## config.mk

```make
export PLATFORM = sky130hd
export DESIGN_NAME = col_offset_loop
export DESIGN_NICKNAME = d
export VERILOG_FILES = /design/src/hw/col_pkg.sv /design/src/hw/col_offset_loop.sv
export SDC_FILE = /design/constraint.sdc
export NUM_CORES = 1
export LEC_CHECK = 0
export BUFFER_PORTS_ARGS = -buffer_cell sky130_fd_sc_hd__clkbuf_2
export CELL_PAD_IN_SITES_DETAIL_PLACEMENT = 2
export CELL_PAD_IN_SITES_GLOBAL_PLACEMENT = 2
export CORE_AREA = 5 5 188 190
export CTS_BUF_LIST = sky130_fd_sc_hd__clkbuf_4 sky130_fd_sc_hd__clkbuf_8 sky130_fd_sc_hd__clkbuf_16
export DETAILED_ROUTE_END_ITERATION = 12
export DIE_AREA = 0 0 193 195
export PLACE_DENSITY_LB_ADDON = 0.1
export RECOVER_POWER = 50
export SETUP_SLACK_MARGIN = 0.2
export SKIP_LAST_GASP = 1
export SLEW_MARGIN = 20
export SYNTH_ARGS = -nofsm -noshare
export SYNTH_HDL_FRONTEND = slang
export SYNTH_SLANG_ARGS = --single-unit
```

## constraint.sdc

```tcl
create_clock -name sys_clk -period 4.1 [get_ports sys_clk]
set_clock_uncertainty 0.2 [all_clocks]
set_input_delay 0.82 -clock sys_clk [delete_from_list [all_inputs] [get_ports sys_clk]]
set_output_delay 0.82 -clock sys_clk [all_outputs]
set_load 0.005 [all_outputs]
```

## src/hw/col_pkg.sv

```systemverilog
// package: register map, field layout, reset values and timing counts of the offset loop block
package col_pkg;

    // ************************************************************
    // register byte addresses
    // ************************************************************
    localparam logic [7:0] ADDR_CTRL   = 8'h00;
    localparam logic [7:0] ADDR_LOOP   = 8'h04;
    localparam logic [7:0] ADDR_GAIN   = 8'h08;
    localparam logic [7:0] ADDR_CLAMP  = 8'h0c;
    localparam logic [7:0] ADDR_STATUS = 8'h10;

    // ************************************************************
    // field positions
    // ************************************************************
    localparam int CTRL_STANDBY_BIT = 0;
    localparam int CTRL_TEST_BIT    = 1;
    localparam int CTRL_GRAY_BIT    = 2;
    localparam int CTRL_LOW_BITS_INVERT_BIT    = 3;
    localparam int CTRL_TOP_BIT_INVERT_BIT    = 4;
    localparam int CTRL_PBINV_BIT   = 5;
    localparam int CTRL_DIRECT_BIT  = 6;
    localparam int LOOP_GAIN_LSB    = 0;
    localparam int LOOP_EXIT_LSB    = 2;
    localparam int STAT_DAC_LSB     = 16;
    localparam int STAT_ERR_LSB     = 4;

    // ************************************************************
    // reset values
    // ************************************************************
    localparam logic [6:0]  CTRL_RESET  = 7'h01;
    localparam logic [3:0]  LOOP_RESET  = 4'h0;
    localparam logic [7:0]  GAIN_RESET  = 8'h00;
    localparam logic [9:0]  CLAMP_RESET = 10'h040;

    // ************************************************************
    // output coding and loop constants
    // ************************************************************
    localparam logic [9:0]  TEST_PATTERN   = 10'h355;
    localparam logic [9:0]  LOW_MASK       = 10'h1ff;
    localparam logic [9:0]  TOP_MASK       = 10'h200;
    localparam logic [10:0] ERR_THRESHOLD  = 11'h020;
    localparam logic [3:0]  OB_FIRST_CLK   = 4'h5;
    localparam logic [3:0]  OB_LAST_CLK    = 4'hc;
    localparam int          OB_AVG_SHIFT   = 3;
    localparam int          PIPE_DEPTH     = 10;
    localparam int          TAP_CORR       = 9;
    localparam int          TAP_DIRECT     = 8;
    localparam logic signed [15:0] DAC_MAX = 16'sh07ff;
    localparam logic signed [15:0] DAC_MIN = -16'sh0800;
    localparam logic [11:0] DAC_MID        = 12'h800;

    // ************************************************************
    // types
    // ************************************************************
    typedef enum logic [1:0] {ST_NORMAL, ST_CATCHUP, ST_EXIT} col_loop_state_t;

    // output formatting controls travel together
    typedef struct packed {
        logic direct_mode;
        logic preblank_pol_inv;
        logic top_bit_invert;
        logic low_bits_invert;
        logic gray_code_sel;
        logic test_pattern_sel;
        logic standby_ctl;
    } col_ctrl_t;

    typedef struct packed {
        logic [1:0] catchup_exit_delay_sel;
        logic [1:0] catchup_gain_sel;
    } col_loop_t;

endpackage : col_pkg

```

## src/hw/col_offset_loop.sv

```systemverilog
// offset feedback loop and digital output formatter behind an ahb-lite register slave
//
// What this block does
// - each black period, measure offset from own samples and steer the current dac
// - writing a new gain value enters the fast catch-up state
// - two-bit catch-up field picks loop multiplier 4, 8, 16 or 32
// - catch-up persists while offset error exceeds 32 lsb
// - at or below 32 lsb, return to normal after 1, 2, 4 or 8 lines
// - one line equals one full cycle of the black pulse input
// - while pre-blanking, isolate sampling and output the clamp code
// - standby floats all ten outputs and enters low power, overriding everything
// - top-bit invert flips only output bit 9
// - low-bits invert flips bits 8..0; both together flip all ten
// - code select low gives straight binary, high gives gray code
// - test pattern bit drives the fixed pattern regardless of pre-blanking
// - standby, test and inverts from registers; pre-blank from pin, polarity by register
// - black window is clocks 5 to 12 after the pulse, eight samples averaged
// - output updates ten clocks after sampling, nine in direct input mode
// - clamp code is register programmable
`timescale 1ns/100ps

module col_offset_loop (
    // clock and reset
    input  wire logic        sys_clk,
    input  wire logic        resetn,
    // ahb-lite slave
    input  wire logic        hsel,
    input  wire logic [7:0]  haddr,
    input  wire logic [1:0]  htrans,
    input  wire logic        hwrite,
    input  wire logic [2:0]  hsize,
    input  wire logic [31:0] hwdata,
    input  wire logic        hready,
    output logic      [31:0] hrdata,
    output logic             hreadyout,
    output logic             hresp,
    // converter side
    input  wire logic [9:0]  adc_sample,
    input  wire logic        black_pulse_in,
    input  wire logic        preblank_in,
    output logic      [11:0] dac_code,
    output logic             sample_isolate,
    output logic             low_power,
    output logic      [7:0]  pga_gain,
    // downstream processor
    output logic      [9:0]  data_out,
    output logic             data_oe
);

    // ************************************************************
    // helpers
    // ************************************************************
    function automatic logic signed [15:0] sat_dac(input logic signed [16:0] v);
        if (v > 17'(DAC_MAX_EXT()))
            return col_pkg::DAC_MAX;
        else if (v < -17'sh00800)
            return col_pkg::DAC_MIN;
        else
            return v[15:0];
    endfunction : sat_dac

    function automatic logic signed [16:0] DAC_MAX_EXT();
        return {col_pkg::DAC_MAX[15], col_pkg::DAC_MAX};
    endfunction : DAC_MAX_EXT

    function automatic logic [10:0] abs_err(input logic signed [10:0] e);
        return e[10] ? 11'(-e) : 11'(e);
    endfunction : abs_err

    // ************************************************************
    // register file and bus slave
    // ************************************************************
    col_pkg::col_ctrl_t       ctrl_ff;
    col_pkg::col_loop_t       loop_ff;
    logic [7:0]               gain_ff;
    logic [9:0]               clamp_ff;
    logic                     wr_pend_ff;
    logic                     rd_pend_ff;
    logic [7:0]               addr_ff;
    logic                     gain_new_ff;
    logic [31:0]              nxt_rdata;
    logic                     accept;
    col_pkg::col_loop_state_t state_ff;
    logic signed [10:0]       err_ff;
    logic signed [15:0]       acc_ff;

    assign accept = hsel & htrans[1] & hready;

    // address phase capture; reads take one wait state so a preceding write lands first
    always_ff @(posedge sys_clk or negedge resetn)
    begin
        if (!resetn)
        begin
            wr_pend_ff <= 1'b0;
            rd_pend_ff <= 1'b0;
            addr_ff    <= 8'h00;
            hreadyout  <= 1'b1;
            hresp      <= 1'b0;
        end
        else
        begin
            wr_pend_ff <= accept & hwrite;
            rd_pend_ff <= accept & ~hwrite;
            if (accept)
                addr_ff <= haddr;
            hreadyout  <= ~(accept & ~hwrite);
            hresp      <= 1'b0;
        end
    end

    // read mux, unmapped addresses read zero
    always_comb
    begin
        nxt_rdata = 32'h0000_0000;
        case (addr_ff)
            col_pkg::ADDR_CTRL:   nxt_rdata = {25'h0, ctrl_ff};
            col_pkg::ADDR_LOOP:   nxt_rdata = {28'h0, loop_ff};
            col_pkg::ADDR_GAIN:   nxt_rdata = {24'h0, gain_ff};
            col_pkg::ADDR_CLAMP:  nxt_rdata = {22'h0, clamp_ff};
            col_pkg::ADDR_STATUS:
            begin
                nxt_rdata[1:0] = state_ff;
                nxt_rdata[col_pkg::STAT_ERR_LSB +: 11] = err_ff;
                nxt_rdata[col_pkg::STAT_DAC_LSB +: 12] = acc_ff[11:0];
            end
            default:              nxt_rdata = 32'h0000_0000;
        endcase
    end

    always_ff @(posedge sys_clk or negedge resetn)
    begin
        if (!resetn)
            hrdata <= 32'h0000_0000;
        else if (rd_pend_ff)
            hrdata <= nxt_rdata;
    end

    // register writes in the data phase
    always_ff @(posedge sys_clk or negedge resetn)
    begin
        if (!resetn)
        begin
            ctrl_ff     <= col_pkg::CTRL_RESET;
            loop_ff     <= col_pkg::LOOP_RESET;
            gain_ff     <= col_pkg::GAIN_RESET;
            clamp_ff    <= col_pkg::CLAMP_RESET;
            gain_new_ff <= 1'b0;
        end
        else
        begin
            gain_new_ff <= 1'b0;
            if (wr_pend_ff)
            begin
                case (addr_ff)
                    col_pkg::ADDR_CTRL:  ctrl_ff  <= hwdata[6:0];
                    col_pkg::ADDR_LOOP:  loop_ff  <= hwdata[3:0];
                    col_pkg::ADDR_CLAMP: clamp_ff <= hwdata[9:0];
                    col_pkg::ADDR_GAIN:
                    begin
                        gain_ff     <= hwdata[7:0];
                        gain_new_ff <= (hwdata[7:0] != gain_ff);
                    end
                    default: ;
                endcase
            end
        end
    end

    always_ff @(posedge sys_clk or negedge resetn)
    begin
        if (!resetn)
            pga_gain <= col_pkg::GAIN_RESET;
        else
            pga_gain <= gain_ff;
    end

    // ************************************************************
    // pre-blank and standby
    // ************************************************************
    logic preblank_act;

    // pin level is active low unless the polarity bit is set
    assign preblank_act = ctrl_ff.preblank_pol_inv ? preblank_in : ~preblank_in;

    always_ff @(posedge sys_clk or negedge resetn)
    begin
        if (!resetn)
        begin
            sample_isolate <= 1'b0;
            low_power      <= 1'b1;
        end
        else
        begin
            sample_isolate <= preblank_act;
            low_power      <= ctrl_ff.standby_ctl;
        end
    end

    // ************************************************************
    // black window measurement
    // ************************************************************
    logic        bp_prev_ff;
    logic [3:0]  ob_cnt_ff;
    logic [12:0] ob_sum_ff;
    logic        ob_done_ff;
    logic        bp_rise;
    logic signed [10:0] nxt_err;

    assign bp_rise = black_pulse_in & ~bp_prev_ff;

    // clock counter after each pulse; a line is one pulse cycle
    always_ff @(posedge sys_clk or negedge resetn)
    begin
        if (!resetn)
        begin
            bp_prev_ff <= 1'b0;
            ob_cnt_ff  <= 4'h0;
            ob_done_ff <= 1'b0;
        end
        else
        begin
            bp_prev_ff <= black_pulse_in;
            ob_done_ff <= (ob_cnt_ff == col_pkg::OB_LAST_CLK);
            if (bp_rise)
                ob_cnt_ff <= 4'h1;
            else if (ob_cnt_ff == col_pkg::OB_LAST_CLK)
                ob_cnt_ff <= 4'h0;
            else if (ob_cnt_ff != 4'h0)
                ob_cnt_ff <= ob_cnt_ff + 4'h1;
        end
    end

    // eight black samples summed; isolated samples during pre-blank are skipped
    always_ff @(posedge sys_clk or negedge resetn)
    begin
        if (!resetn)
            ob_sum_ff <= 13'h0000;
        else if (bp_rise)
            ob_sum_ff <= 13'h0000;
        else if (ob_cnt_ff >= col_pkg::OB_FIRST_CLK && !preblank_act)
            ob_sum_ff <= ob_sum_ff + {3'h0, adc_sample};
    end

    // average minus the programmed clamp reference
    assign nxt_err = 11'(signed'({1'b0, ob_sum_ff[12:col_pkg::OB_AVG_SHIFT]}))
                   - 11'(signed'({1'b0, clamp_ff}));

    // ************************************************************
    // catch-up state and dac loop
    // ************************************************************
    logic [3:0]  exit_cnt_ff;
    logic [3:0]  exit_lines;
    logic [2:0]  step_shift;
    logic        err_big;
    logic signed [16:0] step;

    assign err_big    = abs_err(nxt_err) > col_pkg::ERR_THRESHOLD;
    // 1, 2, 4 or 8 lines
    assign exit_lines = 4'h1 << loop_ff.catchup_exit_delay_sel;
    // multiplier 4, 8, 16 or 32 as a shift of 2..5; none in normal gain
    assign step_shift = (state_ff == col_pkg::ST_NORMAL) ? 3'h0
                      : 3'(3'h2 + {1'b0, loop_ff.catchup_gain_sel});
    assign step       = 17'(signed'(nxt_err)) <<< step_shift;

    always_ff @(posedge sys_clk or negedge resetn)
    begin
        if (!resetn)
        begin
            state_ff    <= col_pkg::ST_NORMAL;
            exit_cnt_ff <= 4'h0;
        end
        else if (gain_new_ff)
        begin
            state_ff    <= col_pkg::ST_CATCHUP;
            exit_cnt_ff <= 4'h0;
        end
        else if (ob_done_ff)
        begin
            case (state_ff)
                col_pkg::ST_NORMAL: ;
                col_pkg::ST_CATCHUP:
                begin
                    if (!err_big)
                    begin
                        state_ff    <= col_pkg::ST_EXIT;
                        exit_cnt_ff <= 4'h1;
                    end
                end
                col_pkg::ST_EXIT:
                begin
                    if (err_big)
                    begin
                        state_ff    <= col_pkg::ST_CATCHUP;
                        exit_cnt_ff <= 4'h0;
                    end
                    else if (exit_cnt_ff >= exit_lines)
                    begin
                        state_ff    <= col_pkg::ST_NORMAL;
                        exit_cnt_ff <= 4'h0;
                    end
                    else
                        exit_cnt_ff <= exit_cnt_ff + 4'h1;
                end
                default: state_ff <= col_pkg::ST_NORMAL;
            endcase
        end
    end

    // one update per line pulls the black level toward the reference
    always_ff @(posedge sys_clk or negedge resetn)
    begin
        if (!resetn)
        begin
            acc_ff <= 16'sh0000;
            err_ff <= 11'sh000;
        end
        else if (ob_done_ff)
        begin
            acc_ff <= sat_dac(17'(signed'(acc_ff)) - step);
            err_ff <= nxt_err;
        end
    end

    // offset binary for the current dac
    always_ff @(posedge sys_clk or negedge resetn)
    begin
        if (!resetn)
            dac_code <= col_pkg::DAC_MID;
        else
            dac_code <= acc_ff[11:0] ^ col_pkg::DAC_MID;
    end

    // ************************************************************
    // output pipeline and formatting
    // ************************************************************
    logic [9:0] pipe_ff [0:col_pkg::PIPE_DEPTH-1];
    logic [9:0] tap;
    logic [9:0] coded;
    logic [9:0] inv_mask;
    logic [9:0] nxt_data;

    // latency chain; the output flop is one more stage after the tapped entry
    always_ff @(posedge sys_clk or negedge resetn)
    begin
        if (!resetn)
        begin
            for (int i = 0; i < col_pkg::PIPE_DEPTH; i++)
                pipe_ff[i] <= 10'h000;
        end
        else
        begin
            pipe_ff[0] <= adc_sample;
            for (int i = 1; i < col_pkg::PIPE_DEPTH; i++)
                pipe_ff[i] <= pipe_ff[i-1];
        end
    end

    // ten clocks in correlated mode, nine in direct mode
    assign tap = ctrl_ff.direct_mode ? pipe_ff[col_pkg::TAP_DIRECT]
                                     : pipe_ff[col_pkg::TAP_CORR];

    always_comb
    begin
        coded    = ctrl_ff.gray_code_sel ? (tap ^ (tap >> 1)) : tap;
        inv_mask = (ctrl_ff.top_bit_invert  ? col_pkg::TOP_MASK : 10'h000)
                 | (ctrl_ff.low_bits_invert ? col_pkg::LOW_MASK : 10'h000);
        nxt_data = coded ^ inv_mask;
        if (ctrl_ff.test_pattern_sel)
            nxt_data = col_pkg::TEST_PATTERN;
        else if (preblank_act)
            nxt_data = clamp_ff;
        if (ctrl_ff.standby_ctl)
            nxt_data = 10'h000;
    end

    // standby floats the bus; driven data parked at zero meanwhile
    always_ff @(posedge sys_clk or negedge resetn)
    begin
        if (!resetn)
        begin
            data_out <= 10'h000;
            data_oe  <= 1'b0;
        end
        else
        begin
            data_out <= nxt_data;
            data_oe  <= ~ctrl_ff.standby_ctl;
        end
    end

endmodule : col_offset_loop

```

Word-level counts from Yosys, hierarchy flattened. Cells that the tools add are included.

Bits in registers: 253. Bits of input ports: 62. Output and inout bits: 67. Logic and storage cells: 130.

$add $sub $neg: 7. Magnitude comparators: 5. Equality and inequality tests: 11. Shifts and indexed selects: 2. Muxes and demuxes: 35. Bitwise logic cells: 14. Reductions and logical operators: 15.

Operators by type and width (number): 10-bit two-way mux (6); 11-bit one-hot mux with 4 select lines (1); 16-bit two-way mux (2); 4-bit two-way mux (8); 13-bit two-way mux (2); 17-bit by 12-bit > comparator with 1-bit output (second input constant) (1); 17-bit by 12-bit less-than comparator with 1-bit output (second input constant) (1); 11-bit by 3-bit <<< shifter with 17-bit output (1); 16-bit by 17-bit subtractor with 17-bit output (1); 8-bit by 4-bit equality test with 1-bit output (second input constant) (2); 13-bit by 10-bit adder with 13-bit output (1); 12-bit two-way mux (1); 11-bit by 6-bit > comparator with 1-bit output (second input constant) (1); 11-bit two-way mux (1); 11-bit negation (1); 10-bit by 10-bit subtractor with 11-bit output (1); 2-bit two-way mux (5); 10-bit by 9-bit bitwise OR with 10-bit output (1); 2-bit one-hot mux with 5 select lines (1); 10-bit bitwise XOR (1); 10-bit by 9-bit bitwise XOR with 10-bit output (1); 9-bit two-way mux (1); 4-bit by 1-bit adder with 4-bit output (second input constant) (2); 8-bit by 3-bit equality test with 1-bit output (second input constant) (1); 29 further kinds (45).

Logic depth before layout (Yosys ltp). Gate-level depths: netlist of the first run.

Depth in word-level cells: 8. Mapped depth: 21. Gate-level depth less buffers: 20.

Worst setup path before layout of the first run. No wires, ideal clock.

Path type: reg-to-reg. Start: register clamp_ff[0]. End: register acc_ff[0]. Setup time: 0.127 ns. Arrival: 4.015 ns. Data required time: 3.773 ns. Path slack: -0.241 ns. Stages on the path, launching flop included: 19. Path buffers: 1. Period minus slack after synthesis: 4.341 ns. Cells stage by stage: dfrtp_1 -> ha_1 -> fa_1 -> nor2b_4 -> o21a_1 -> or3_1 -> and2_1 -> mux2i_1 -> mux2_2 -> nand2_1 -> o21ai_0 -> ha_1 -> a2111oi_0 -> a211oi_1 -> a221oi_2 -> a21oi_1 -> a31oi_2 -> buf_4 -> o22ai_1.

Word-level cells in the longest chain between the ends: 6. Elaborated cells between the ends (all ways): 7. Those cells by class: add/sub (2); order compare (2); shift (1); mux (2).

RTL lines: from (decl) (line col_offset_loop.sv:76) `logic [9:0] clamp_ff;`; from (signal assigned) (line col_offset_loop.sv:146) `clamp_ff <= col_pkg::CLAMP_RESET;`; from (signal assigned) (line col_offset_loop.sv:157) `col_pkg::ADDR_CLAMP: clamp_ff <= hwdata[9:0];`; 10-bit by 10-bit subtractor with 11-bit output (*) (line col_offset_loop.sv:246) `- 11'(signed'({1'b0, clamp_ff}));`; 11-bit by 3-bit <<< shifter with 17-bit output (*) (line col_offset_loop.sv:263) `assign step = 17'(signed'(nxt_err)) <<< step_shift;`; 16-bit by 17-bit subtractor with 17-bit output (*) (line col_offset_loop.sv:319) `acc_ff <= sat_dac(17'(signed'(acc_ff)) - step);`; 17-bit by 12-bit less-than comparator with 1-bit output (line col_offset_loop.sv:56) `else if (v < -17'sh00800)`; 16-bit two-way mux (line col_offset_loop.sv:56); 16-bit two-way mux (*) (line col_offset_loop.sv:54) `if (v > 17'(DAC_MAX_EXT()))`; to (signal assigned) (line col_offset_loop.sv:319); to (decl) (line col_offset_loop.sv:85) `logic signed [15:0] acc_ff;`.

Mark *: on every way between the ends. The rest lies on a longest branch, timed or not. A chain may end at the register's enable or synchronous reset.

Worst setup path after layout of the first run.
Start: register ob_sum_ff[4]. End: register acc_ff[6].

Word-level cells in the longest chain between the ends: 6. Elaborated cells between the ends (all ways): 7. Those cells by class: add/sub (2); order compare (2); shift (1); mux (2).

RTL lines: from (decl) (line col_offset_loop.sv:204) `logic [12:0] ob_sum_ff;`; from (signal assigned) (line col_offset_loop.sv:241) `ob_sum_ff <= ob_sum_ff + {3'h0, adc_sample};`; 10-bit by 10-bit subtractor with 11-bit output (*) (line col_offset_loop.sv:246); 11-bit by 3-bit <<< shifter with 17-bit output (*) (line col_offset_loop.sv:263); 16-bit by 17-bit subtractor with 17-bit output (*) (line col_offset_loop.sv:319); 17-bit by 12-bit less-than comparator with 1-bit output (line col_offset_loop.sv:56); 16-bit two-way mux (line col_offset_loop.sv:56); 16-bit two-way mux (*) (line col_offset_loop.sv:54).

Marks and branches as above.

==> results of run 1 <==
==> cell families after synthesis <==
| group | Yosys count |
|---|---|
| compound gates | 229 |
| xor+xnor | 52 |
| fa+ha+maj | 47 |
| buf+inv | 96 |
| flops | 253 |
| mux | 82 |
| other cells | 1 |
| simple gates | 243 |
==> how the worst max path moves through the flow <==
stage | start | endpoint | slack, ns | cells past startpoint
3_5_place_dp | ob_sum_ff[3]$_DFFE_PN0P_ | acc_ff[1]$_DFFE_PN0P_ | -0.56 | 21
5_1_grt | ob_sum_ff[4]$_DFFE_PN0P_ | acc_ff[1]$_DFFE_PN0P_ | -0.81 | 21
4_1_cts | ob_sum_ff[3]$_DFFE_PN0P_ | acc_ff[7]$_DFFE_PN0P_ | -0.51 | 21
3_3_place_gp | ob_sum_ff[3]$_DFFE_PN0P_ | acc_ff[1]$_DFFE_PN0P_ | -0.36 | 21
6_report | ob_sum_ff[4]$_DFFE_PN0P_ | acc_ff[6]$_DFFE_PN0P_ | -0.56 | 21
2_1_floorplan | clamp_ff[1]$_DFFE_PN0P_ | acc_ff[7]$_DFFE_PN0P_ | -0.01 | 20
==> state kept, by name, summed over array words and instances (netlist names), 2 cells and up <==
| name | cells |
|---|---|
| acc_ff | 16 |
| ctrl_ff | 7 |
| hrdata | 27 |
| gain_ff | 8 |
| pga_gain | 8 |
| clamp_ff | 10 |
| err_ff | 11 |
| exit_cnt_ff | 4 |
| state_ff | 2 |
| ob_sum_ff | 13 |
| data_out | 10 |
| loop_ff | 4 |
| dac_code | 12 |
| ob_cnt_ff | 4 |
| pipe_ff | 100 |
| addr_ff | 8 |
==> power by group <==
part | total (uW) | internal, uW | switching, uW
Sequential | 2950 | 2730 | 215
Combinational | 3360 | 1670 | 1690
Clock | 2720 | 1650 | 1070
Total | 9030 | 6050 | 2980
==> layout make-up <==
cell class                 instances  area [um^2]  share of cell area (%)
clock buffer                      34          758                    5.08
clock inverter                    17          258                    1.73
inverter                          54          203                    1.36
multi-input combinational        659         5170                    34.7
sequential                       253         6340                    42.4
tap                              448          561                    3.75
timing repair buffer             245         1640                    11.0
==> per-stage QoR <==
stage | cell area [um^2] | cells | power [uW] | hold slack, ns | utilization (%)
2_1_floorplan | 11600 | 1008 | 4640 | 0.131 | -
3_3_place_gp | 13500 | 1637 | 5840 | 0.132 | 40.4
3_5_place_dp | 13500 | 1637 | 5950 | 0.136 | 40.4
4_1_cts | 14800 | 1704 | 8990 | 0.101 | 44.5
5_1_grt | 14900 | 1710 | 9600 | 0.154 | 44.9
6_report | 14900 | 1710 | 9030 | 0.146 | 44.9
==> metal layers <==
metal  GRT usage (%)  wire length, um
met5               0                0
met4            2.62              414
met3            2.30             1390
met2            31.1            17100
met1            25.3            15600
==> placed cells by master, fill, tap and decap left out, types with 8 or more instances in the layout <==
master	n
clkbuf_1	13
nand2_1	48
clkbuf_16	28
dfrtp_1	248
nand2b_1	10
xor2_1	19
clkbuf_2	86
o21a_1	13
xnor2_1	29
inv_1	51
ha_1	33
or3_1	8
mux2i_1	30
mux2_2	49
nor2b_1	18
nor3_1	11
o22ai_2	11
buf_4	138
nor2_1	71
o21ai_0	57
nand3_1	29
a21o_1	11
a21oi_1	47
==> what timing repair did <==
action | in CTS | in global routing
buffers inserted | 15 | 6
pin swaps | 11 | 13
resized for setup | 40 | 23
gates cloned | 1 | 0
endpoints found under the setup margin | 16 | 16
==> reports/results.ini, run 1 <==
[worst_setup_path]
critPathKind = flip-flop to flip-flop
cpMostUsedCell = buf_4
start_kind = flip-flop
slowest_delay_ns = 0.42
crit_path_end_kind = flip-flop
path_delay_family = compound AO/OA/AOI/OAI gates
rr_endpoint = acc_ff[6]$_DFFE_PN0P_
crit_fanout = 6
worst-r2r-cell-count = 21
cp_slowest_cell = dfrtp_1
rr_startpoint = ob_sum_ff[4]$_DFFE_PN0P_
crit_required_ns = 4.32
arrival_ns = 4.87
cp_cell_sequence = buf_4 > inv_1 > fa_2 > nor2b_4 > o21a_1 > or3_1 > and2_4 > mux2i_1 > mux2i_1 > o21ai_2 > ha_4 > a21o_1 > buf_4 > o41ai_1 > o211ai_1 > xnor2_1 > nand4b_1 > o21ai_4 > buf_4 > buf_12 > o22ai_2
crit_buf_inv = 5
ff2ff_setup_slack_ns = -0.56

[die]
die_height_um = 195
core-area_um2 = 33300
num_io_pins = 129
die_x_um = 193
die_area_um2 = 37600
start_util_pct = 34.6
rows = 67

[yosys]
synth-async-reset-ratio_pct = 100
synth_top_family_by_area = compound AO/OA/AOI/OAI gates
syn_inst = 1003
synthTopCellsByCount = 248 x dfrtp_1, 74 x nor2_1, 62 x o21ai_0, 56 x a21oi_1, 53 x inv_1
synth_area_um2 = 11500
synth_fa_ha_area_share_pct = 5.30
synth_top_area_cell = dfrtp_1
yosys_warnings = 0
yosysMostFrequentCell = dfrtp_1
synth-edff-count = 0
synth_top_area_share_pct = 53.9
ys_seq_area_share_pct = 55.0
synth_seq_cells = 253
synth_area_per_cell_um2 = 11.5
synth_area_leaders = dfrtp_1 54%, mux2_2 4.9%, ha_1 4.8%
synth_compound_area_share_pct = 13.9
synth_simple_gate_area_share_pct = 10.5
synth_cell_type_count = 78
synth-main-ff-cell = dfrtp_1
synth-xor-area-share_pct = 4.14
synth.area.mux_share_pct = 7.67

[power]
ir_drop_mv = 0.346
powerDensity_nw_per_um2 = 605
leakage_uw = 0.00687

[clock_network]
cts_tree = built
cts_hold_buf = 0
cts_sinks = 253
clockBufferDepth = 3
worstSkewPairLatency_ns = 0.56
clkTransAtPathRegs_ns = 0.07
cts_buffers = 28
cts-root-buf = clkbuf_16
cts_max_level = 1

[drt]
wl_per_cell_um = 20.2
postRouteWirelength_mm = 34.5
ant_nets = 0
drc_errors = 0
dr.pass1.iters = 4
drt_iter0_markers = 303
vias_per_cell = 4.98
num_vias = 8516

[grt]
grt_pass1_vias = 9558
overflow = 0
grt_max_degree = 101
antenna_found_initial = 0
grt_pass1_wl_mm = 54.7
grt_usage_pct = 18.2

[finish]
diodes = 0
fin_nets = 1350
area_growth_pct = 29.6
drive_above_1_share_pct = 33.3
fill_cells = 3418

[timing]
setup_slack_ns = -0.555
finalSetupViolCount = 16
rsz0062_at_grt = true
max_slew_margin_pct = -66.1
maxSlewViolCount = 101
tightest_slew_ns = 2.49
finalHoldViolations = 0
fin_crit_sh_pct = 114
fin_crit_ns = 4.66
tns_ns = -6.73
fmax_mhz = 215

[placed_design]
dp_slack_ns = -0.561
finalWeightedCongestion = 0.750
io_buffers = 96
hpwl_mm = 24.7

[hold_path]
whs_endpoint = pipe_ff[80]$_DFF_PN0_
hp-start = pipe_ff[90]$_DFF_PN0_
hold_class = flip-flop to flip-flop
hold_path_depth = 0

[status]
status = finished with violations
failed_checks = max-capacitance violations, max-slew violations, negative setup slack

[job]
cap_violations = 1

Note: power is estimated with default switching activity, not from simulation.
==> inputs of run 2 (changes only) <==
--- a/config.mk
+++ b/config.mk
@@ -8,10 +8,10 @@
 export BUFFER_PORTS_ARGS = -buffer_cell sky130_fd_sc_hd__clkbuf_2
 export CELL_PAD_IN_SITES_DETAIL_PLACEMENT = 2
 export CELL_PAD_IN_SITES_GLOBAL_PLACEMENT = 2
-export CORE_AREA = 5 5 188 190
+export CORE_AREA = 5 5 178 180
 export CTS_BUF_LIST = sky130_fd_sc_hd__clkbuf_4 sky130_fd_sc_hd__clkbuf_8 sky130_fd_sc_hd__clkbuf_16
 export DETAILED_ROUTE_END_ITERATION = 12
-export DIE_AREA = 0 0 193 195
+export DIE_AREA = 0 0 183 185
 export PLACE_DENSITY_LB_ADDON = 0.1
 export RECOVER_POWER = 50
 export SETUP_SLACK_MARGIN = 0.2
==> constraint.sdc (replaced) <==
create_clock -name sys_clk -period 4.5 [get_ports sys_clk]
set_clock_uncertainty 0.2 [all_clocks]
set_input_delay 0.9 -clock sys_clk [delete_from_list [all_inputs] [get_ports sys_clk]]
set_output_delay 0.9 -clock sys_clk [all_outputs]
set_load 0.005 [all_outputs]
==> run 2 against run 1 <==
- the flow still finishes with violations (max-capacitance violations, max-slew violations, negative setup slack)
- first-iteration DRC count up 12%
- non-clock buffer count down 16
- combinational power down 7.4%
- global-route usage up 2.6 points
- hold slack about the same
- power down 9.0%
- via count up 0.95%
- routed wire length up 6.1%
- largest power group unchanged
==> reports/results.ini, run 2 (synthesized netlist as in run 1, its figures left out) <==
[power]
finalPower_uw = 8220  ; was 9030 uW
power_switching_share_pct = 33.8  ; was 33.0%
powerDensity_nw_per_um2 = 552  ; was 605 nW/um^2
leakage_uw = 0.00683  ; was 0.00687 uW
ir_drop_mv = 0.372  ; was 0.346 mV
comb_power_share_pct = 37.9  ; was 37.2%
power_frac_clock_pct = 29.4  ; was 30.2%
seqPwrFrac_pct = 32.7  ; about the same
p_switching_uw = 2780  ; was 2980 uW
intPower_uw = 5440  ; was 6050 uW

[status]
status = finished with violations  ; unchanged
failed_checks = max-capacitance violations, max-slew violations, negative setup slack  ; unchanged

[grt]
grt_pass1_wl_mm = 55.8  ; was 54.7 mm
grt_usage_pct = 20.7  ; was 18.2%
antenna_found_initial = 0  ; unchanged
grt_max_degree = 114  ; was 101
overflow = 0  ; unchanged
grt_pass1_vias = 9761  ; was 9558

[clock_network]
cts_max_level = 1  ; unchanged
clockBufferDepth = 3  ; unchanged
cts_tree = built  ; unchanged
cts_sinks = 253  ; unchanged
clkTransAtPathRegs_ns = 0.06  ; was 0.07 ns
cts_hold_buf = 0  ; unchanged
cts_buffers = 29  ; was 28
worstSkewPairLatency_ns = 0.56  ; about the same
cts-root-buf = clkbuf_16  ; unchanged

[worst_setup_path]
crit_buf_inv = 5  ; unchanged
path_delay_family = compound AO/OA/AOI/OAI gates  ; unchanged
ff2ff_setup_slack_ns = -0.39  ; was -0.56 ns
cpMostUsedCell = buf_4  ; unchanged
crit_required_ns = 4.72  ; was 4.32 ns
crit_fanout = 6  ; unchanged
arrival_ns = 5.11  ; was 4.87 ns
cp_slowest_cell = dfrtp_2  ; was dfrtp_1
crit_path_end_kind = flip-flop  ; unchanged
cp_cell_sequence = ha_4 > fa_2 > nor2b_4 > o2111ai_2 > buf_4 > a31oi_4 > xnor2_2 > buf_4 > buf_4 > nor2_1 > a31oi_2 > ha_4 > a21o_1 > or3_4 > a31oi_4 > nor2_1 > xnor2_1 > nand4b_1 > o21ai_4 > buf_6 > buf_12 > o22ai_2  ; was buf_4 > inv_1 > fa_2 > nor2b_4 > o21a_1 > or3_1 > and2_4 > mux2i_1 > mux2i_1 > o21ai_2 > ha_4 > a21o_1 > buf_4 > o41ai_1 > o211ai_1 > xnor2_1 > nand4b_1 > o21ai_4 > buf_4 > buf_12 > o22ai_2
slowest_delay_ns = 0.44  ; was 0.42 ns
critPathKind = flip-flop to flip-flop  ; unchanged
start_kind = flip-flop  ; unchanged

[die]
num_io_pins = 129  ; unchanged
core-area_um2 = 30000  ; was 33300 um^2
die_x_um = 183  ; was 193 um
die_area_um2 = 33900  ; was 37600 um^2
rows = 64  ; was 67
die_height_um = 185  ; was 195 um
start_util_pct = 38.4  ; was 34.6%

[finish]
fin_util_pct = 49.5  ; was 44.9%
largest_reg_flops = 100  ; unchanged
layout_commonest_cell = dfrtp_1  ; unchanged
area_growth_pct = 29.1  ; was 29.6%
final_cell_mix = 247 x dfrtp_1, 108 x buf_4, 85 x clkbuf_2  ; was 248 x dfrtp_1, 138 x buf_4, 86 x clkbuf_2
top_register = pipe_ff  ; unchanged
fin_nets = 1335  ; was 1350
fill_cells = 3051  ; was 3418
diodes = 0  ; unchanged
drive_above_1_share_pct = 33.2  ; was 33.3%
reg.largest.list = pipe_ff (100), hrdata (27), acc_ff (16)  ; unchanged

[timing]
finalHoldViolations = 0  ; unchanged
setup_slack_ns = -0.387  ; was -0.555 ns
tightest_slew_ns = 2.90  ; was 2.49 ns
finalSetupViolCount = 16  ; unchanged
fmax_mhz = 205  ; was 215 MHz
maxSlewViolCount = 113  ; was 101
max_slew_margin_pct = -93.2  ; was -66.1%
rsz0062_at_grt = true  ; unchanged
fin_crit_ns = 4.89  ; was 4.66 ns
fin_crit_sh_pct = 109  ; was 114%
whs_ns = 0.146  ; about the same

[placed_design]
finalWeightedCongestion = 0.798  ; was 0.750
hpwl_mm = 24.0  ; was 24.7 mm
io_buffers = 96  ; unchanged
dp_slack_ns = -0.300  ; was -0.561 ns

[hold_path]
hold_class = flip-flop to flip-flop  ; unchanged

[job]
cap_violations = 1  ; unchanged

[drt]
num_vias = 8597  ; was 8516
dr.pass1.iters = 4  ; unchanged
drc_errors = 0  ; unchanged
vias_per_cell = 5.23  ; was 4.98
drt_iter0_markers = 340  ; was 303
wl_per_cell_um = 22.3  ; was 20.2 um
postRouteWirelength_mm = 36.6  ; was 34.5 mm
ant_nets = 0  ; unchanged

run 2: cell types whose count changed in the layout (fill, tap and decap cells not counted), sizes merged:
cell,change
clkbuf,+8
inv,-1
bufinv,-3
clkinv,-4
buf,-14
run 2: through the flow:
step | setup TNS [ns] | instance area (um^2) | cells
floorplan | 0 | 11500 | 1008
global placement | -1.49 | 13100 | 1556
detailed placement | -3.49 | 13100 | 1556
CTS | -1.35 | 14600 | 1633
global route | -7.13 | 14900 | 1644
finish | -4.32 | 14900 | 1644
run 2: worst register-to-register path, delay by kind of cell (launching register included):
family          cells  cell delay, ns
compound gates      7            1.22
flops               1            0.44
buf+inv             5            0.71
fa+ha+maj           3            0.85
simple gates        5            0.95
xor+xnor            2            0.38
run 2: worst paths after layout:
check	startpoint	endpoint	depth (start not counted)
max	clamp_ff[0]$_DFFE_PN0P_	acc_ff[5]$_DFFE_PN0P_	22
min	pipe_ff[57]$_DFF_PN0_	pipe_ff[47]$_DFF_PN0_	0
max reg2reg	clamp_ff[0]$_DFFE_PN0P_	acc_ff[5]$_DFFE_PN0P_	22
min reg2reg	pipe_ff[57]$_DFF_PN0_	pipe_ff[47]$_DFF_PN0_	0
max in group asynchronous	resetn	hrdata[21]$_DFFE_PN0P_	1
min in group asynchronous	resetn	pipe_ff[26]$_DFF_PN0_	1
run 2: final cells by class:
cell class	count	area (um^2)	share of cell area [%]
Sequential cell	253	6340	42.6
Multi-Input combinational cell	659	5220	35.1
Timing Repair Buffer	229	1620	10.9
Clock buffer	44	876	5.89
Tap cell	396	495	3.33
Inverter	54	203	1.36
Clock inverter	9	118	0.791
run 2: metal layers:
metal | global-route usage, % | vias up | part of all wire (%)
met1 | 27.7 | 4460 | 44
met3 | 2.87 | 39 | 3.7
met2 | 36.8 | 126 | 51
li1 | - | 3972 | -
met4 | 3.49 | 0 | 1.3
met5 | 0 | - | 0
run 2: timing repair:
item,CTS,global route
endpoints found under the hold margin,0,0
setup buffers,22,11
setup endpoints to repair,16,22
pin swaps,18,44
cloned,2,0
resized for setup,56,48
run 2: power groups by stage:
stage,registers [uW],logic [uW],clock network [uW]
after floorplan,2640,1530,0
final,2690,3110,2420
after detailed placement,2720,2510,0
after global placement,2710,2420,0
after CTS,2690,2830,2480
after global routing,2720,3360,2600
==> inputs of run 3 (changes only) <==
--- a/config.mk
+++ b/config.mk
@@ -12,8 +12,7 @@
 export CTS_BUF_LIST = sky130_fd_sc_hd__clkbuf_4 sky130_fd_sc_hd__clkbuf_8 sky130_fd_sc_hd__clkbuf_16
 export DETAILED_ROUTE_END_ITERATION = 12
 export DIE_AREA = 0 0 183 185
-export PLACE_DENSITY_LB_ADDON = 0.1
-export RECOVER_POWER = 50
+export PLACE_DENSITY = 0.89
 export SETUP_SLACK_MARGIN = 0.2
 export SKIP_LAST_GASP = 1
 export SLEW_MARGIN = 20
==> run 3 against run 2 <==
- the flow finishes with violations (negative setup slack)
- first-iteration DRC count rose to 2.9 times the previous value
- die area did not move
- via count rose by 17%
- sequential share of layout area rose by 0.16 points
- highest routed layer unchanged
- largest power group unchanged
- design area fell by 0.38%
- critical path type unchanged
- fmax fell by 11%
==> reports/results.ini, run 3 (synthesized netlist as in run 1, its figures left out) <==
[status]
status = finished with violations  ; unchanged
failed_checks = negative setup slack  ; was max-capacitance violations, max-slew violations, negative setup slack

[die]
die_x_um = 183  ; unchanged
die_height_um = 185  ; unchanged
rows = 64  ; unchanged
start_util_pct = 38.4  ; unchanged
num_io_pins = 129  ; unchanged
core-area_um2 = 30000  ; unchanged
die_area_um2 = 33900  ; unchanged

[grt]
grt_max_degree = 130  ; was 114
grt_pass1_wl_mm = 78.3  ; was 55.8 mm
grt_use_met2_pct = 55.2  ; was 36.8%
gr-usage-met3_pct = 4.38  ; was 2.87%
antenna_found_initial = 1  ; was 0
overflow = 0  ; unchanged
grt.busiest_layer = met2  ; unchanged
gr-usage-met1_pct = 36.2  ; was 27.7%
grt_usage_pct = 30.8  ; was 20.7%
grt_pass1_vias = 11300  ; was 9761

[finish]
drive_above_1_share_pct = 34.0  ; was 33.2%
fill_cells = 2947  ; was 3051
final_cell_mix = 247 x dfrtp_1, 95 x clkbuf_2, 93 x buf_4  ; was 247 x dfrtp_1, 108 x buf_4, 85 x clkbuf_2
top_register = pipe_ff  ; unchanged
multi_input_area_um2 = 5370  ; was 5220 um^2
layout_commonest_cell = dfrtp_1  ; unchanged
fin_nets = 1311  ; was 1335
area_growth_pct = 28.6  ; was 29.1%
register_area_um2 = 6340  ; unchanged
largest_reg_flops = 100  ; unchanged
reg.largest.list = pipe_ff (100), hrdata (27), acc_ff (16)  ; unchanged

[power]
leakage_uw = 0.00672  ; was 0.00683 uW
powerDensity_nw_per_um2 = 600  ; was 552 nW/um^2
ir_drop_mv = 0.311  ; was 0.372 mV
finalPower_uw = 8890  ; was 8220 uW

[placed_design]
hpwl_mm = 29.1  ; was 24.0 mm
finalWeightedCongestion = 0.826  ; was 0.798
io_buffers = 96  ; unchanged

[worst_setup_path]
crit_required_ns = 4.71  ; was 4.72 ns
crit_path_end_kind = flip-flop  ; unchanged
worst-r2r-cell-count = 24  ; was 22
critPathKind = flip-flop to flip-flop  ; unchanged
start_kind = flip-flop  ; unchanged
crit_fanout = 6  ; unchanged
arrival_ns = 5.69  ; was 5.11 ns

[timing]
fin_crit_ns = 5.48  ; was 4.89 ns
max_slew_margin_pct = 30.0  ; was -93.2%
tightest_slew_ns = 1.04  ; was 2.90 ns
tns_ns = -14.09  ; was -4.32 ns
setup_slack_ns = -0.976  ; was -0.387 ns
fmax_mhz = 183  ; was 205 MHz
maxSlewViolCount = 0  ; was 113
finalHoldViolations = 0  ; unchanged
rsz0062_at_grt = true  ; unchanged
fin_crit_sh_pct = 122  ; was 109%
finalSetupViolCount = 16  ; unchanged

[job]
cap_violations = 0  ; was 1

[drt]
drt_iter0_markers = 997  ; was 340
num_vias = 10100  ; was 8597
vias_per_cell = 6.24  ; was 5.23
drc_errors = 0  ; unchanged
postRouteWirelength_mm = 56.9  ; was 36.6 mm
wl_per_cell_um = 35.1  ; was 22.3 um
ant_nets = 0  ; unchanged
dr.pass1.iters = 6  ; was 4

[clock_network]
cts-root-buf = clkbuf_16  ; unchanged
cts_sinks = 253  ; unchanged
clkTransAtPathRegs_ns = 0.07  ; was 0.06 ns
cts_buffers = 26  ; was 29
cts_tree = built  ; unchanged
worstSkewPairLatency_ns = 0.58  ; was 0.56 ns
cts_max_level = 1  ; unchanged
clockBufferDepth = 3  ; unchanged

[hold_path]
hold_class = input pin to asynchronous set/reset pin  ; was flip-flop to flip-flop

==> run 3: cell count changes in the layout (fill, tap and decap cells not counted), moves of 5 or more <==
cell,before,now
buf_6,19,13
buf_4,108,93
clkbuf_2,85,95
clkbuf_1,11,0
o21ai_0,59,54
==> run 3: timing repair <==
action,4_1_cts,5_1_grt
pin swaps,20,24
buffers inserted,21,11
setup endpoints to repair,16,16
hold buffers,0,0
cloned,2,0
gates resized for setup,89,41
==> run 3: path summary, 6_finish.rpt <==
check                                              start                    end  slack (ns)
worst max-delay path            ob_sum_ff[4]$_DFFE_PN0P_  acc_ff[5]$_DFFE_PN0P_       -0.98
worst min-delay path                              resetn  pipe_ff[70]$_DFF_PN0_        0.09
worst max register to register  ob_sum_ff[4]$_DFFE_PN0P_  acc_ff[5]$_DFFE_PN0P_       -0.98
worst min register to register     pipe_ff[99]$_DFF_PN0_  pipe_ff[89]$_DFF_PN0_        0.14
max in group asynchronous                         resetn  hrdata[5]$_DFFE_PN0P_        2.88
min in group sys_clk               pipe_ff[99]$_DFF_PN0_  pipe_ff[89]$_DFF_PN0_        0.14
==> run 3: critical path, stage by stage, from the launching register on <==
cell and delay (ns):
dfrtp_1 0.45, ha_1 0.34, nor2b_4 0.15, o31a_1 0.35
buf_4 0.17, o31ai_4 0.31, a21boi_4 0.29, buf_4 0.16
buf_4 0.15, mux2i_4 0.08, nand2_1 0.11, a31oi_1 0.14
ha_2 0.43, nand2_4 0.08, a311oi_4 0.33, nand3_1 0.15
o211ai_1 0.32, xnor2_1 0.21, buf_4 0.15, buf_4 0.11
a21oi_4 0.03, a31oi_4 0.22, buf_6 0.13, buf_12 0.13
o22ai_2 0.09
==> run 3: per-stage QoR <==
| step | hold slack (ns) | setup slack, ns | area, um^2 | cells | utilization, % |
|---|---|---|---|---|---|
| 4_1_cts | 0.145 | -0.333 | 14500 | 1606 | 48.3 |
| 6_report | 0.0868 | -0.976 | 14800 | 1619 | 49.3 |
| 3_3_place_gp | 0.131 | -0.0943 | 12900 | 1535 | 43.1 |
| 2_1_floorplan | 0.131 | 0.204 | 11500 | 1008 | - |
| 3_5_place_dp | 0.136 | -0.462 | 12900 | 1535 | 43.1 |
| 5_1_grt | 0.125 | -0.905 | 14800 | 1619 | 49.3 |
==> run 3: power by group <==
group          switching, uW  internal (uW)  leakage (uW)
Sequential               271           2490       0.00305
Clock                   1070           1360      0.000453
Combinational           2210           1490       0.00322
Total                   3550           5340       0.00672
==> run 3: layout make-up <==
cell class | count | share of cell area, %
multi-input combinational | 659 | 36.3
timing repair buffer | 208 | 9.97
inverter | 54 | 1.37
clock buffer | 36 | 5.11
sequential | 253 | 42.8
clock inverter | 12 | 1.16
antenna | 1 | 0.0169
tap | 396 | 3.34
==> run 3: metal layers <==
metal / vias to the layer above / wire length, um / share of wire (%)
met3: 307 / 3870 / 6.8
met1: 5202 / 20600 / 36
met2: 688 / 28000 / 49
li1: 3904 / - / -
met5: - / 0 / 0
met4: 0 / 4410 / 7.8
